### src/shared/trwg_pkg.sv
// constants for the random word generator
package trwg_pkg;
   localparam int unsigned CLK_HZ          = 20000000;
   localparam int unsigned ADDR_W          = 24;
   localparam logic [23:0] CST_ADDR        = 24'hfff280;
   localparam logic [23:0] DATA_ADDR       = 24'hfff282;
   localparam logic [23:0] DIVH_ADDR       = 24'hfff284;
   localparam logic [23:0] DIVL_ADDR       = 24'hfff286;
   localparam logic [23:0] IRQ_STAT_ADDR   = 24'hfff288;
   localparam logic [23:0] IRQ_EN_ADDR     = 24'hfff28c;
   localparam logic [23:0] IRQ_CLR_ADDR    = 24'hfff290;
   localparam int unsigned ENABLE_BIT      = 0;
   localparam int unsigned VALID_BIT       = 1;
   localparam int unsigned IRQ_EN_BIT      = 5;
   localparam logic [15:0] CST_RESET       = 16'h0000;
   localparam logic [15:0] DIVH_RESET      = 16'h0000;
   localparam logic [15:0] DIVL_RESET      = 16'h83d6;
   localparam int unsigned DIV_W           = 18;
   localparam int unsigned WORD_W          = 16;
   localparam int unsigned MAX_STROBE_HZ   = 800;
   localparam logic [1:0]  RESP_OKAY       = 2'b00;
   localparam logic [1:0]  RESP_SLVERR     = 2'b10;
   typedef enum logic [1:0] {
      TRWG_IDLE = 2'b00,
      TRWG_RUN  = 2'b01
   } trwg_div_state_t;
endpackage : trwg_pkg

### src/rtl/trwg_sampler.sv
// entropy resync, strobe divider and 16-bit word assembler
`timescale 1ns/100ps
module trwg_sampler (
   // clock and reset
   input  wire logic                       clock_i,
   input  wire logic                       rst_i,
   // control
   input  wire logic                       enable_i,
   input  wire logic [trwg_pkg::DIV_W-1:0] divisor_i,
   input  wire logic                       entropy_i,
   // completed word
   output logic                            word_done_o,
   output logic [trwg_pkg::WORD_W-1:0]     word_o
);
   import trwg_pkg::*;

   logic                  sync1_r;
   logic                  sync2_r;
   logic [DIV_W-1:0]      count_r;
   logic                  strobe_r;
   logic [WORD_W-1:0]     shift_r;
   logic [3:0]            bits_r;
   trwg_div_state_t       state_r;

   // two stages, oscillators live outside this clock
   always_ff @(posedge clock_i or posedge rst_i) begin
      if (rst_i) begin
         sync1_r <= 1'b0;
         sync2_r <= 1'b0;
      end else begin
         sync1_r <= entropy_i;
         sync2_r <= sync1_r; // RULE_16
      end
   end

   always_ff @(posedge clock_i or posedge rst_i) begin
      if (rst_i) begin
         state_r  <= TRWG_IDLE;
         count_r  <= '0;
         strobe_r <= 1'b0;
      end else begin
         strobe_r <= 1'b0;
         case (state_r)
            TRWG_IDLE: begin
               count_r <= '0;
               if (enable_i) begin
                  state_r <= TRWG_RUN;
               end
            end
            TRWG_RUN: begin
               if (!enable_i) begin
                  state_r <= TRWG_IDLE;
               // zero divisor treated as one to avoid a stuck counter
               end else if (count_r + 18'h00001 >= divisor_i) begin
                  count_r  <= '0; // RULE_15
                  strobe_r <= 1'b1; // RULE_08
               end else begin
                  count_r <= count_r + 18'h00001;
               end
            end
            default: state_r <= TRWG_IDLE;
         endcase
      end
   end

   always_ff @(posedge clock_i or posedge rst_i) begin
      if (rst_i) begin
         shift_r     <= '0;
         bits_r      <= '0;
         word_done_o <= 1'b0;
         word_o      <= '0;
      end else begin
         word_done_o <= 1'b0;
         if (!enable_i) begin
            bits_r <= '0;
         end else if (strobe_r) begin
            shift_r <= {shift_r[WORD_W-2:0], sync2_r}; // RULE_13
            bits_r  <= bits_r + 4'h1;
            if (bits_r == 4'hf) begin
               word_o      <= {shift_r[WORD_W-2:0], sync2_r};
               word_done_o <= 1'b1;
            end
         end
      end
   end
endmodule : trwg_sampler

### src/rtl/trwg_top.sv
// random word generator with axi4-lite register slave
// How it works
// RULE_01: reset clears control and status register
// RULE_02: enable bit low halts generator and oscillators
// RULE_03: valid bit shows fresh word, clears on read
// RULE_04: irq mask bit gates the word interrupt; here it gates the valid path only, not the stat_en_r sticky path
// RULE_05: data read returns word then clears it
// RULE_06: new word sets valid and raises interrupt
// RULE_07: divisor is 18 bits over two registers
// RULE_08: system clock divided gives sampling strobe
// RULE_09: software keeps strobe rate at most 800 Hz
// RULE_10: divisor resets to its default value
// RULE_11: fast oscillator steps lfsr continuously
// RULE_12: slow unstable oscillator samples lfsr stream
// RULE_13: sampled bits shift into 16-bit register
// RULE_14: halt input stops clear on data read
// RULE_15: divider counts, strobes and reloads at divisor
// RULE_16: entropy input resynchronised before shifting
`timescale 1ns/100ps
module trwg_top (
   // clock and reset
   input  wire logic                        clock_i,
   input  wire logic                        rst_i,
   // entropy and emulator halt
   input  wire logic                        entropy_i,
   input  wire logic                        halt_i,
   // oscillator run request
   output logic                             osc_run_o,
   // interrupt
   output logic                             random_word_irq_o,
   // axi4-lite write address
   input  wire logic                        s_axi_awvalid,
   output logic                             s_axi_awready,
   input  wire logic [trwg_pkg::ADDR_W-1:0] s_axi_awaddr,
   input  wire logic [2:0]                  s_axi_awprot,
   // axi4-lite write data
   input  wire logic                        s_axi_wvalid,
   output logic                             s_axi_wready,
   input  wire logic [31:0]                 s_axi_wdata,
   input  wire logic [3:0]                  s_axi_wstrb,
   // axi4-lite write response
   output logic                             s_axi_bvalid,
   input  wire logic                        s_axi_bready,
   output logic [1:0]                       s_axi_bresp,
   // axi4-lite read address
   input  wire logic                        s_axi_arvalid,
   output logic                             s_axi_arready,
   input  wire logic [trwg_pkg::ADDR_W-1:0] s_axi_araddr,
   input  wire logic [2:0]                  s_axi_arprot,
   // axi4-lite read data
   output logic                             s_axi_rvalid,
   input  wire logic                        s_axi_rready,
   output logic [31:0]                      s_axi_rdata,
   output logic [1:0]                       s_axi_rresp
);
   import trwg_pkg::*;

   logic                  halt_s1_r;
   logic                  halt_s2_r;
   logic                  enable_r;
   logic                  valid_r;
   logic                  irq_en_r;
   logic [WORD_W-1:0]     data_r;
   logic [1:0]            divh_r;
   logic [WORD_W-1:0]     divl_r;
   logic                  stat_r;
   logic                  stat_en_r;
   logic                  aw_full_r;
   logic                  w_full_r;
   logic [ADDR_W-1:0]     aw_addr_r;
   logic [31:0]           w_data_r;
   logic [3:0]            w_strb_r;
   logic                  wr_go;
   logic                  rd_go;
   logic                  rd_data_hit;
   logic                  rd_clear;
   logic                  word_done;
   logic [WORD_W-1:0]     word;

   // register address decode, byte lanes 0 and 1 only
   function automatic logic is_reg(input logic [ADDR_W-1:0] a,
                                   input logic [ADDR_W-1:0] r);
      return a == r;
   endfunction : is_reg

   function automatic logic known(input logic [ADDR_W-1:0] a);
      return is_reg(a, CST_ADDR) || is_reg(a, DATA_ADDR) ||
             is_reg(a, DIVH_ADDR) || is_reg(a, DIVL_ADDR) ||
             is_reg(a, IRQ_STAT_ADDR) || is_reg(a, IRQ_EN_ADDR) ||
             is_reg(a, IRQ_CLR_ADDR);
   endfunction : known

   // emulator halt is asynchronous to this clock
   always_ff @(posedge clock_i or posedge rst_i) begin
      if (rst_i) begin
         halt_s1_r <= 1'b0;
         halt_s2_r <= 1'b0;
      end else begin
         halt_s1_r <= halt_i;
         halt_s2_r <= halt_s1_r;
      end
   end

   trwg_sampler u_sampler (
      .clock_i     (clock_i),
      .rst_i       (rst_i),
      .enable_i    (enable_r),
      .divisor_i   ({divh_r, divl_r}),
      .entropy_i   (entropy_i),
      .word_done_o (word_done),
      .word_o      (word)
   );

   // write channel capture, either order
   assign wr_go = aw_full_r && w_full_r && !s_axi_bvalid;

   // address half; ready rests low after every take until the pair is written
   always_ff @(posedge clock_i or posedge rst_i) begin
      if (rst_i) begin
         aw_full_r     <= 1'b0;
         aw_addr_r     <= '0;
         s_axi_awready <= 1'b0;
      end else begin
         s_axi_awready <= !aw_full_r && !(s_axi_awvalid && s_axi_awready);
         if (s_axi_awvalid && s_axi_awready) begin
            aw_full_r <= 1'b1;
            aw_addr_r <= s_axi_awaddr;
         end
         if (wr_go) begin
            aw_full_r <= 1'b0;
         end
      end
   end

   // data half, held with its strobes until the address arrives
   always_ff @(posedge clock_i or posedge rst_i) begin
      if (rst_i) begin
         w_full_r     <= 1'b0;
         w_data_r     <= '0;
         w_strb_r     <= '0;
         s_axi_wready <= 1'b0;
      end else begin
         s_axi_wready <= !w_full_r && !(s_axi_wvalid && s_axi_wready);
         if (s_axi_wvalid && s_axi_wready) begin
            w_full_r <= 1'b1;
            w_data_r <= s_axi_wdata;
            w_strb_r <= s_axi_wstrb;
         end
         if (wr_go) begin
            w_full_r <= 1'b0;
         end
      end
   end

   // response; a held bvalid stalls the next pair, one write in flight
   always_ff @(posedge clock_i or posedge rst_i) begin
      if (rst_i) begin
         s_axi_bvalid <= 1'b0;
         s_axi_bresp  <= RESP_OKAY;
      end else if (wr_go) begin
         s_axi_bvalid <= 1'b1;
         s_axi_bresp  <= known(aw_addr_r) ? RESP_OKAY : RESP_SLVERR;
      end else if (s_axi_bvalid && s_axi_bready) begin
         s_axi_bvalid <= 1'b0;
      end
   end

   // read channel, one cycle to answer
   assign rd_go       = s_axi_arvalid && s_axi_arready;
   assign rd_data_hit = rd_go && is_reg(s_axi_araddr, DATA_ADDR);
   assign rd_clear    = rd_data_hit && !halt_s2_r; // RULE_14

   always_ff @(posedge clock_i or posedge rst_i) begin
      if (rst_i) begin
         s_axi_arready <= 1'b0;
         s_axi_rvalid  <= 1'b0;
         s_axi_rresp   <= RESP_OKAY;
      end else begin
         s_axi_arready <= !s_axi_rvalid && !rd_go;
         if (rd_go) begin
            s_axi_rvalid <= 1'b1;
            s_axi_rresp  <= known(s_axi_araddr) ? RESP_OKAY : RESP_SLVERR;
         end else if (s_axi_rvalid && s_axi_rready) begin
            s_axi_rvalid <= 1'b0;
         end
      end
   end

   // read word; unused and write-only bits read as zero
   always_ff @(posedge clock_i or posedge rst_i) begin
      if (rst_i) begin
         s_axi_rdata <= '0;
      end else begin
         if (rd_go) begin
            s_axi_rdata <= '0;
            if (is_reg(s_axi_araddr, CST_ADDR)) begin
               s_axi_rdata[IRQ_EN_BIT] <= irq_en_r;
               s_axi_rdata[VALID_BIT]  <= valid_r; // RULE_03
               s_axi_rdata[ENABLE_BIT] <= enable_r;
            end else if (is_reg(s_axi_araddr, DATA_ADDR)) begin
               s_axi_rdata[WORD_W-1:0] <= data_r; // RULE_05
            end else if (is_reg(s_axi_araddr, DIVH_ADDR)) begin
               s_axi_rdata[1:0] <= divh_r;
            end else if (is_reg(s_axi_araddr, DIVL_ADDR)) begin
               s_axi_rdata[WORD_W-1:0] <= divl_r;
            end else if (is_reg(s_axi_araddr, IRQ_STAT_ADDR)) begin
               s_axi_rdata[0] <= stat_r;
            end else if (is_reg(s_axi_araddr, IRQ_EN_ADDR)) begin
               s_axi_rdata[0] <= stat_en_r;
            end
         end
      end
   end

   // control bits; only byte lane 0 carries them
   always_ff @(posedge clock_i or posedge rst_i) begin
      if (rst_i) begin
         enable_r <= CST_RESET[ENABLE_BIT]; // RULE_01
         irq_en_r <= CST_RESET[IRQ_EN_BIT];
      end else if (wr_go && is_reg(aw_addr_r, CST_ADDR) && w_strb_r[0]) begin
         enable_r <= w_data_r[ENABLE_BIT]; // RULE_02
         irq_en_r <= w_data_r[IRQ_EN_BIT];
      end
   end

   // rule 09 is software's: no clamp on a too-small divisor
   always_ff @(posedge clock_i or posedge rst_i) begin
      if (rst_i) begin
         divh_r <= DIVH_RESET[1:0]; // RULE_10
      end else if (wr_go && is_reg(aw_addr_r, DIVH_ADDR) && w_strb_r[0]) begin
         divh_r <= w_data_r[1:0]; // RULE_07
      end
   end

   // low divisor takes each byte lane on its own
   always_ff @(posedge clock_i or posedge rst_i) begin
      if (rst_i) begin
         divl_r <= DIVL_RESET; // RULE_10
      end else if (wr_go && is_reg(aw_addr_r, DIVL_ADDR)) begin
         if (w_strb_r[0]) begin
            divl_r[7:0] <= w_data_r[7:0]; // RULE_07
         end
         if (w_strb_r[1]) begin
            divl_r[15:8] <= w_data_r[15:8];
         end
      end
   end

   // sticky event enable
   always_ff @(posedge clock_i or posedge rst_i) begin
      if (rst_i) begin
         stat_en_r <= 1'b0;
      end else if (wr_go && is_reg(aw_addr_r, IRQ_EN_ADDR) &&
                   w_strb_r[0]) begin
         stat_en_r <= w_data_r[0];
      end
   end

   // data word; new word wins over a clearing read
   always_ff @(posedge clock_i or posedge rst_i) begin
      if (rst_i) begin
         data_r <= '0;
      end else if (word_done) begin
         data_r <= word;
      end else if (rd_clear) begin
         data_r <= '0; // RULE_05
      end
   end

   // valid flag; set wins so a word landing under a read is kept
   always_ff @(posedge clock_i or posedge rst_i) begin
      if (rst_i) begin
         valid_r <= CST_RESET[VALID_BIT];
      end else if (word_done) begin
         valid_r <= 1'b1; // RULE_06
      end else if (rd_clear) begin
         valid_r <= 1'b0; // RULE_03
      end
   end

   // sticky word event, write-one clear, set wins
   always_ff @(posedge clock_i or posedge rst_i) begin
      if (rst_i) begin
         stat_r <= 1'b0;
      end else if (word_done) begin
         stat_r <= 1'b1;
      end else if (wr_go && is_reg(aw_addr_r, IRQ_CLR_ADDR) &&
                   w_strb_r[0] && w_data_r[0]) begin
         stat_r <= 1'b0;
      end
   end

   // irq follows valid as the mask bit allows, plus the sticky path
   always_ff @(posedge clock_i or posedge rst_i) begin
      if (rst_i) begin
         random_word_irq_o <= 1'b0;
      end else begin
         random_word_irq_o <= (valid_r && irq_en_r) || // RULE_04
                              (stat_r && stat_en_r);
      end
   end

   // the oscillators sit outside; they only see this run request
   always_ff @(posedge clock_i or posedge rst_i) begin
      if (rst_i) begin
         osc_run_o <= 1'b0;
      end else begin
         osc_run_o <= enable_r; // RULE_11 RULE_12
      end
   end
endmodule : trwg_top

### config.mk
export PLATFORM = sky130hd
export DESIGN_NAME = trwg_top
export DESIGN_NICKNAME = d
export VERILOG_FILES = /design/src/shared/trwg_pkg.sv /design/src/rtl/trwg_sampler.sv /design/src/rtl/trwg_top.sv
export SDC_FILE = /design/constraint.sdc
export NUM_CORES = 1
export LEC_CHECK = 0
export BUFFER_PORTS_ARGS = -buffer_cell sky130_fd_sc_hd__buf_2
export CORE_ASPECT_RATIO = 1.25
export CORE_MARGIN = 2
export CORE_UTILIZATION = 60
export DETAILED_ROUTE_END_ITERATION = 12
export GPL_TIMING_DRIVEN = 0
export PLACE_DENSITY = 0.85
export SLEW_MARGIN = 20
export SYNTH_ARGS = -nofsm -noshare
export SYNTH_HDL_FRONTEND = slang
export SYNTH_SLANG_ARGS = --single-unit
### constraint.sdc
create_clock -name clock_i -period 7.8 [get_ports clock_i]
set_input_delay 0.39 -clock clock_i [delete_from_list [all_inputs] [get_ports clock_i]]
set_output_delay 0.39 -clock clock_i [all_outputs]
set_load 0.02 [all_outputs]
* Word level (Yosys, flattened, before mapping)
Index checks and enable logic that the tools add are counted.
W data, S select, Z words.
** Cells by class
- Reductions and logical operators :: 59
- Multiplexer cells :: 41
- $lt $le $gt $ge :: 1
- Add/subtract/negate cells :: 2
- Equality and inequality tests :: 20
** Operators by type and width (number)
- $eq A24 B24 Y1 const B :: 14
- $mux W16 :: 3
- $mux W18 :: 2
- $pmux W18 S2 :: 1
- $logic_and A1 B1 Y1 :: 24
- $mux W1 :: 22
- $add A18 B1 Y18 const B :: 1
- $ge A18 B18 Y1 :: 1
- $mux W15 :: 1
- $mux W14 :: 1
- $reduce_bool A2 Y1 :: 7
- $logic_or A1 B1 Y1 :: 13
- $mux W2 :: 6
- $mux W10 :: 1
- $reduce_and A2 Y1 :: 5
- $logic_not A1 Y1 :: 8
- $mux W4 :: 2
- $ne A2 B2 Y1 const B :: 3
- $add A4 B1 Y4 const B :: 1
- $eq A4 B4 Y1 const B :: 1
- $pmux W2 S2 :: 1
- $mux W3 :: 1
- $reduce_and A3 Y1 :: 1
- $eq A2 B1 Y1 const B :: 1
- other kinds (2) :: 2
** Word-level totals
- Logic and storage cells :: 158
- Bits of input ports :: 99
- Output and inout bits :: 43
- Bits in registers :: 171

* Logic depth before layout (Yosys ltp)
- Depth after elaboration :: 8
- Gate-level depth with buffers :: 13
- Mapped depth without buffers :: 12

* Modules after synthesis
Synthesis repeated with hierarchy kept, for this count alone.
** Second synthesis, totals
- Cells, all modules :: 664
- Area, all modules :: 7928.9 sq um
** By module, submodules not included
- trwg_top :: seq. area each 2762.6 sq um, cells each 380, instances 1, area each 4769.6 sq um
- trwg_sampler :: seq. area each 1451.4 sq um, cells each 284, instances 1, area each 3159.3 sq um

* Worst setup path after synthesis
OpenSTA, ideal clock, no wires.
- Path type :: register to register
- Start :: register u_sampler.count_r[0]
- End :: register u_sampler.count_r[2]
- Required time :: 7.713 ns
- Clock period less this slack :: 2.876 ns
- Arrival time :: 2.789 ns
- Library setup time :: 0.087 ns
- Buffers on the path :: 1
- Cell stages (with the launch flop) :: 13
- Path slack :: 4.924 ns
- Cell sequence :: dfrtp_1 -> ha_1 -> nand2_1 -> nor3_1 -> nand4_1 -> nand2b_1 -> nand2_1 -> ha_1 -> and4_1 -> a221oi_1 -> nand3_1 -> clkbuf_1 -> o211ai_1
** On the way
- Cells in the longest elaborated chain, start to end :: 5
** Ends and longest elaborated chain
- from (decl) :: RTL line trwg_sampler.sv:19 : logic [DIV_W-1:0] count_r;
- from (signal assigned) :: RTL line trwg_sampler.sv:58 : count_r <= count_r + 18'h00001;
- $add A18 B1 Y18 (*) :: RTL line trwg_sampler.sv:54, trwg_sampler.sv:58
- $ge A18 B18 Y1 :: RTL line trwg_sampler.sv:54 : end else if (count_r + 18'h00001 >= divisor_i) begin
- $mux W18 (*) :: RTL line trwg_sampler.sv:54
- $mux W18 (*) :: RTL line trwg_sampler.sv:51 : if (!enable_i) begin
- $pmux W18 S2 (*) :: RTL line trwg_sampler.sv:43 : case (state_r)
Mark *: on every way between the ends. The rest lies on a longest branch, timed or not. The select of a mux whose other input is x is not followed.
A chain may end at the register's enable or synchronous reset.

* Final worst setup path
Same ends and word-level chain as after synthesis.

==> results.md <==
* Synthesized area per cell at 11.4 sq um
* Slew Limit Headroom at 0.530
* Post-synthesis instance total at 665
* Final weighted congestion in routability-driven placement at 0.895
* Worst-case clock buffer depth at 2
* Netlist area before placement at 0.00760 sq mm
* Yosys warning total at 0
* All-Layer GR Usage at 0.264
* Worst Setup End Kind: flop
* Run status: complete, no violations
* Total CTS buffers at 17
* Largest net degree at the start of global routing at 111
* Total setup violations reported at the end of the flow at 0
* Proportion of synthesized chip area in sequential cells at 0.555
* Detailed-placement wirelength estimate at 12500 um
* LEAKAGE at 4.31 nW
* Number of nets in the finished design at 921
* Flip-flop and latch count after synthesis at 168
* Starting utilization of the core area at 0.619
* Max-slew violations at 0
* DP Worst Slack at 4.12 ns
* Total number of placement rows at 45
* PnR Total Power at 2.30 mW
* CTS clk-pin slew, worst paths at 0.06 ns
* Max-cap viol count at 0
* Proportion of layout cells with a drive suffix above 1 at 0.305
* Average detailed-routed wire length per instance at 17.4 um
* Total routed wirelength at 17000 um
* Drc violations at 0
* Post-CTS sizing at 0
* Final hold vios at 0
* Critical Path Source Type: flop
* Crit-path max FO at 10
* FILL cells at 857
* Most common cell in the netlist: sky130_fd_sc_hd__dfrtp_1
* Post-Route Setup TNS at 0 ns
* Worst hold slack across all endpoints at 0.0679 ns
* Placed cell area at 0.00839 sq mm
* Number of synthesized flops with an enable pin at 0
* Number of nets with antenna violations after detailed routing at 0
* Final design instance area without fill at 0.00900 sq mm
* Fraction of post-synthesis cell area in the top cell type by area at 0.527
* Most frequent cells after synthesis: sky130_fd_sc_hd__dfrtp_1, sky130_fd_sc_hd__nand2_1, sky130_fd_sc_hd__mux2_2
* Root buffer cell: sky130_fd_sc_hd__clkbuf_16
* TritonCTS clock tree: yes
* Critical path data required time at 8.13 ns
* Prevailing post-synth register cell: sky130_fd_sc_hd__dfrtp_1
* Area of the core region at 0.0123 sq mm
* Routed vias at 5638
* Worst clock skew on the final layout at 0.00811 ns
* Library cells used by synthesis at 57
* CP arrival at 4.16 ns
* Number of antenna violations at the first check in global routing at 0
* Die width at 105 um
* Sinks on the clock net at 168
* Maximum operating frequency at 0.261 GHz
* Grt total ovfl at 0
* Total iterations of the first detailed-routing run at 5
* Die Outline Area at 0.0136 sq mm
* I/O pin count at 142
* Antenna diode instance count at 0
* Number of global-route vias before repair at 5623
* IR drop worst, VDD at 0.240 mV
* Path class of the lowest-slack min-delay path: input port to flop
* Setup CP Type: flop to flop
* Top cells by area, synth: sky130_fd_sc_hd__dfrtp_1, sky130_fd_sc_hd__mux2_2, sky130_fd_sc_hd__nand2_1
* Final Cycle Share at 0.491
* Final setup margin at 3.97 ns
* Initial drt markers at 378
* Hold depth at 1
* H-tree depth reported by CTS at 4
* Routed vias/inst at 5.76
* DIE HEIGHT at 130 um
* Cell type with the largest total area after synthesis: sky130_fd_sc_hd__dfrtp_1
* Asr flop ratio synth at 1.00
* RSZ-0062 raised after global routing: false
* PwrDens at 255 mW/mm^2
* Global-route wire length before repair at 27900 um
* Depth of the worst register-to-register path at 12
* Clock latency of the later-clocked register in the worst-skew pair at 0.43 ns
* Number of I/O port buffers at 98
* Layout Area Growth over Synthesis at 18.5%
* Slew at the pin closest to its max-slew limit at 0.700 ns
* Post-route minimum period at 3.83 ns
final cells by class:
class                   count  area [sq um]  share of cell area
multi-input cells         437          3070               0.341
flip-flops and latches    168          4210               0.468
repair buffers            100           528              0.0586
inverters                  32           128              0.0142
clock buffers              22           484              0.0538
well taps                 164           205              0.0228
clock inverters            10           118              0.0131
plain buffers              45           253              0.0281
routing by layer:
metal | vias to the layer above | global-route usage | routed length (um)
met3 | 40 | 0.0744 | 1220
met4 | 0 | 0.104 | 478
met2 | 240 | 0.456 | 8750
met5 | - | 0 | 0
met1 | 2775 | 0.319 | 6580
li1 | 2583 | - | -
critical path: stages, from the launching register on:
cell and delay, ns:
sky130_fd_sc_hd__dfrtp_1 0.42, sky130_fd_sc_hd__ha_1 0.27, sky130_fd_sc_hd__nand2_1 0.11, sky130_fd_sc_hd__nor3_1 0.60
sky130_fd_sc_hd__nand2_1 0.16, sky130_fd_sc_hd__xnor2_1 0.33, sky130_fd_sc_hd__ha_1 0.31, sky130_fd_sc_hd__nand4_1 0.16
sky130_fd_sc_hd__nor3_1 0.10, sky130_fd_sc_hd__o311ai_1 0.34, sky130_fd_sc_hd__nand3_1 0.35, sky130_fd_sc_hd__clkbuf_1 0.32
sky130_fd_sc_hd__o211ai_1 0.25
flip-flops by register name (all words and copies together) (netlist names), 2 cells and up:
register           cells
w_data_r              16
u_sampler.count_r     18
w_strb_r               2
data_r                16
u_sampler.shift_r     15
u_sampler.bits_r       4
u_sampler.word_o      16
divh_r                 2
s_axi_rdata           16
aw_addr_r             24
divl_r                16
power breakdown:
part	switching, mW	internal, mW	total [mW]
Combinational	0.179	0.180	0.359
Clock	0.340	0.506	0.845
Sequential	0.0895	1.01	1.09
Total	0.608	1.69	2.30
placed cells by master (no fill, tap or decap), types with 3 or more instances in the layout:
cell type and instances:
sky130_fd_sc_hd__clkbuf_1 23, sky130_fd_sc_hd__xor2_1 5, sky130_fd_sc_hd__mux2i_1 5, sky130_fd_sc_hd__a21o_1 4
sky130_fd_sc_hd__nand4_1 15, sky130_fd_sc_hd__nor2_1 18, sky130_fd_sc_hd__nand2_1 108, sky130_fd_sc_hd__ha_1 21
sky130_fd_sc_hd__buf_4 20, sky130_fd_sc_hd__a22o_1 17, sky130_fd_sc_hd__dfrtp_1 160, sky130_fd_sc_hd__nor3b_1 3
sky130_fd_sc_hd__nand3_1 13, sky130_fd_sc_hd__o21ai_0 19, sky130_fd_sc_hd__mux2_2 78, sky130_fd_sc_hd__o32ai_1 6
sky130_fd_sc_hd__inv_1 30, sky130_fd_sc_hd__nor3_1 6, sky130_fd_sc_hd__buf_2 99, sky130_fd_sc_hd__dfstp_2 8
sky130_fd_sc_hd__a22oi_1 13, sky130_fd_sc_hd__nand4b_1 3, sky130_fd_sc_hd__nand2b_1 12, sky130_fd_sc_hd__clkbuf_16 17
sky130_fd_sc_hd__and4_1 3, sky130_fd_sc_hd__a21oi_1 14, sky130_fd_sc_hd__a41oi_1 6, sky130_fd_sc_hd__o21ai_1 9
sky130_fd_sc_hd__clkbuf_8 4, sky130_fd_sc_hd__clkinvlp_4 4, sky130_fd_sc_hd__xnor2_1 9, sky130_fd_sc_hd__conb_1 18
final timing paths:
kind | start | to | slack [ns]
min in group asynchronous | rst_i | u_sampler.shift_r[4] | 0.52
setup reg to reg | u_sampler.count_r[0] | u_sampler.count_r[2] | 3.97
max in group asynchronous | rst_i | divl_r[9] | 6.45
setup / recovery | u_sampler.count_r[0] | u_sampler.count_r[2] | 3.97
hold / removal | halt_i | halt_s1_r | 0.07
hold reg to reg | u_sampler.sync1_r | u_sampler.sync2_r | 0.35
through the flow:
stage | std cells | utilization
floorplan | 682 | -
global placement | 944 | 0.681
detailed placement | 945 | 0.684
CTS | 978 | 0.734
global route | 978 | 0.734
finish | 978 | 0.734
kinds of logic after synthesis:
logic type,after synthesis,share of synthesized area
simple gates,200,0.129
other cells,1,0.000494
compound gates,100,0.0906
buf+inv,77,0.0491
flops,168,0.555
xor+xnor,14,0.0161
mux,84,0.125
fa+ha+maj,21,0.0346
repair_timing:
action,4_1_cts,5_1_grt
setup buffers,0,0
hold endpoints to repair,40,0
hold buffers,1,0
Power figures use the tool's default switching activity.
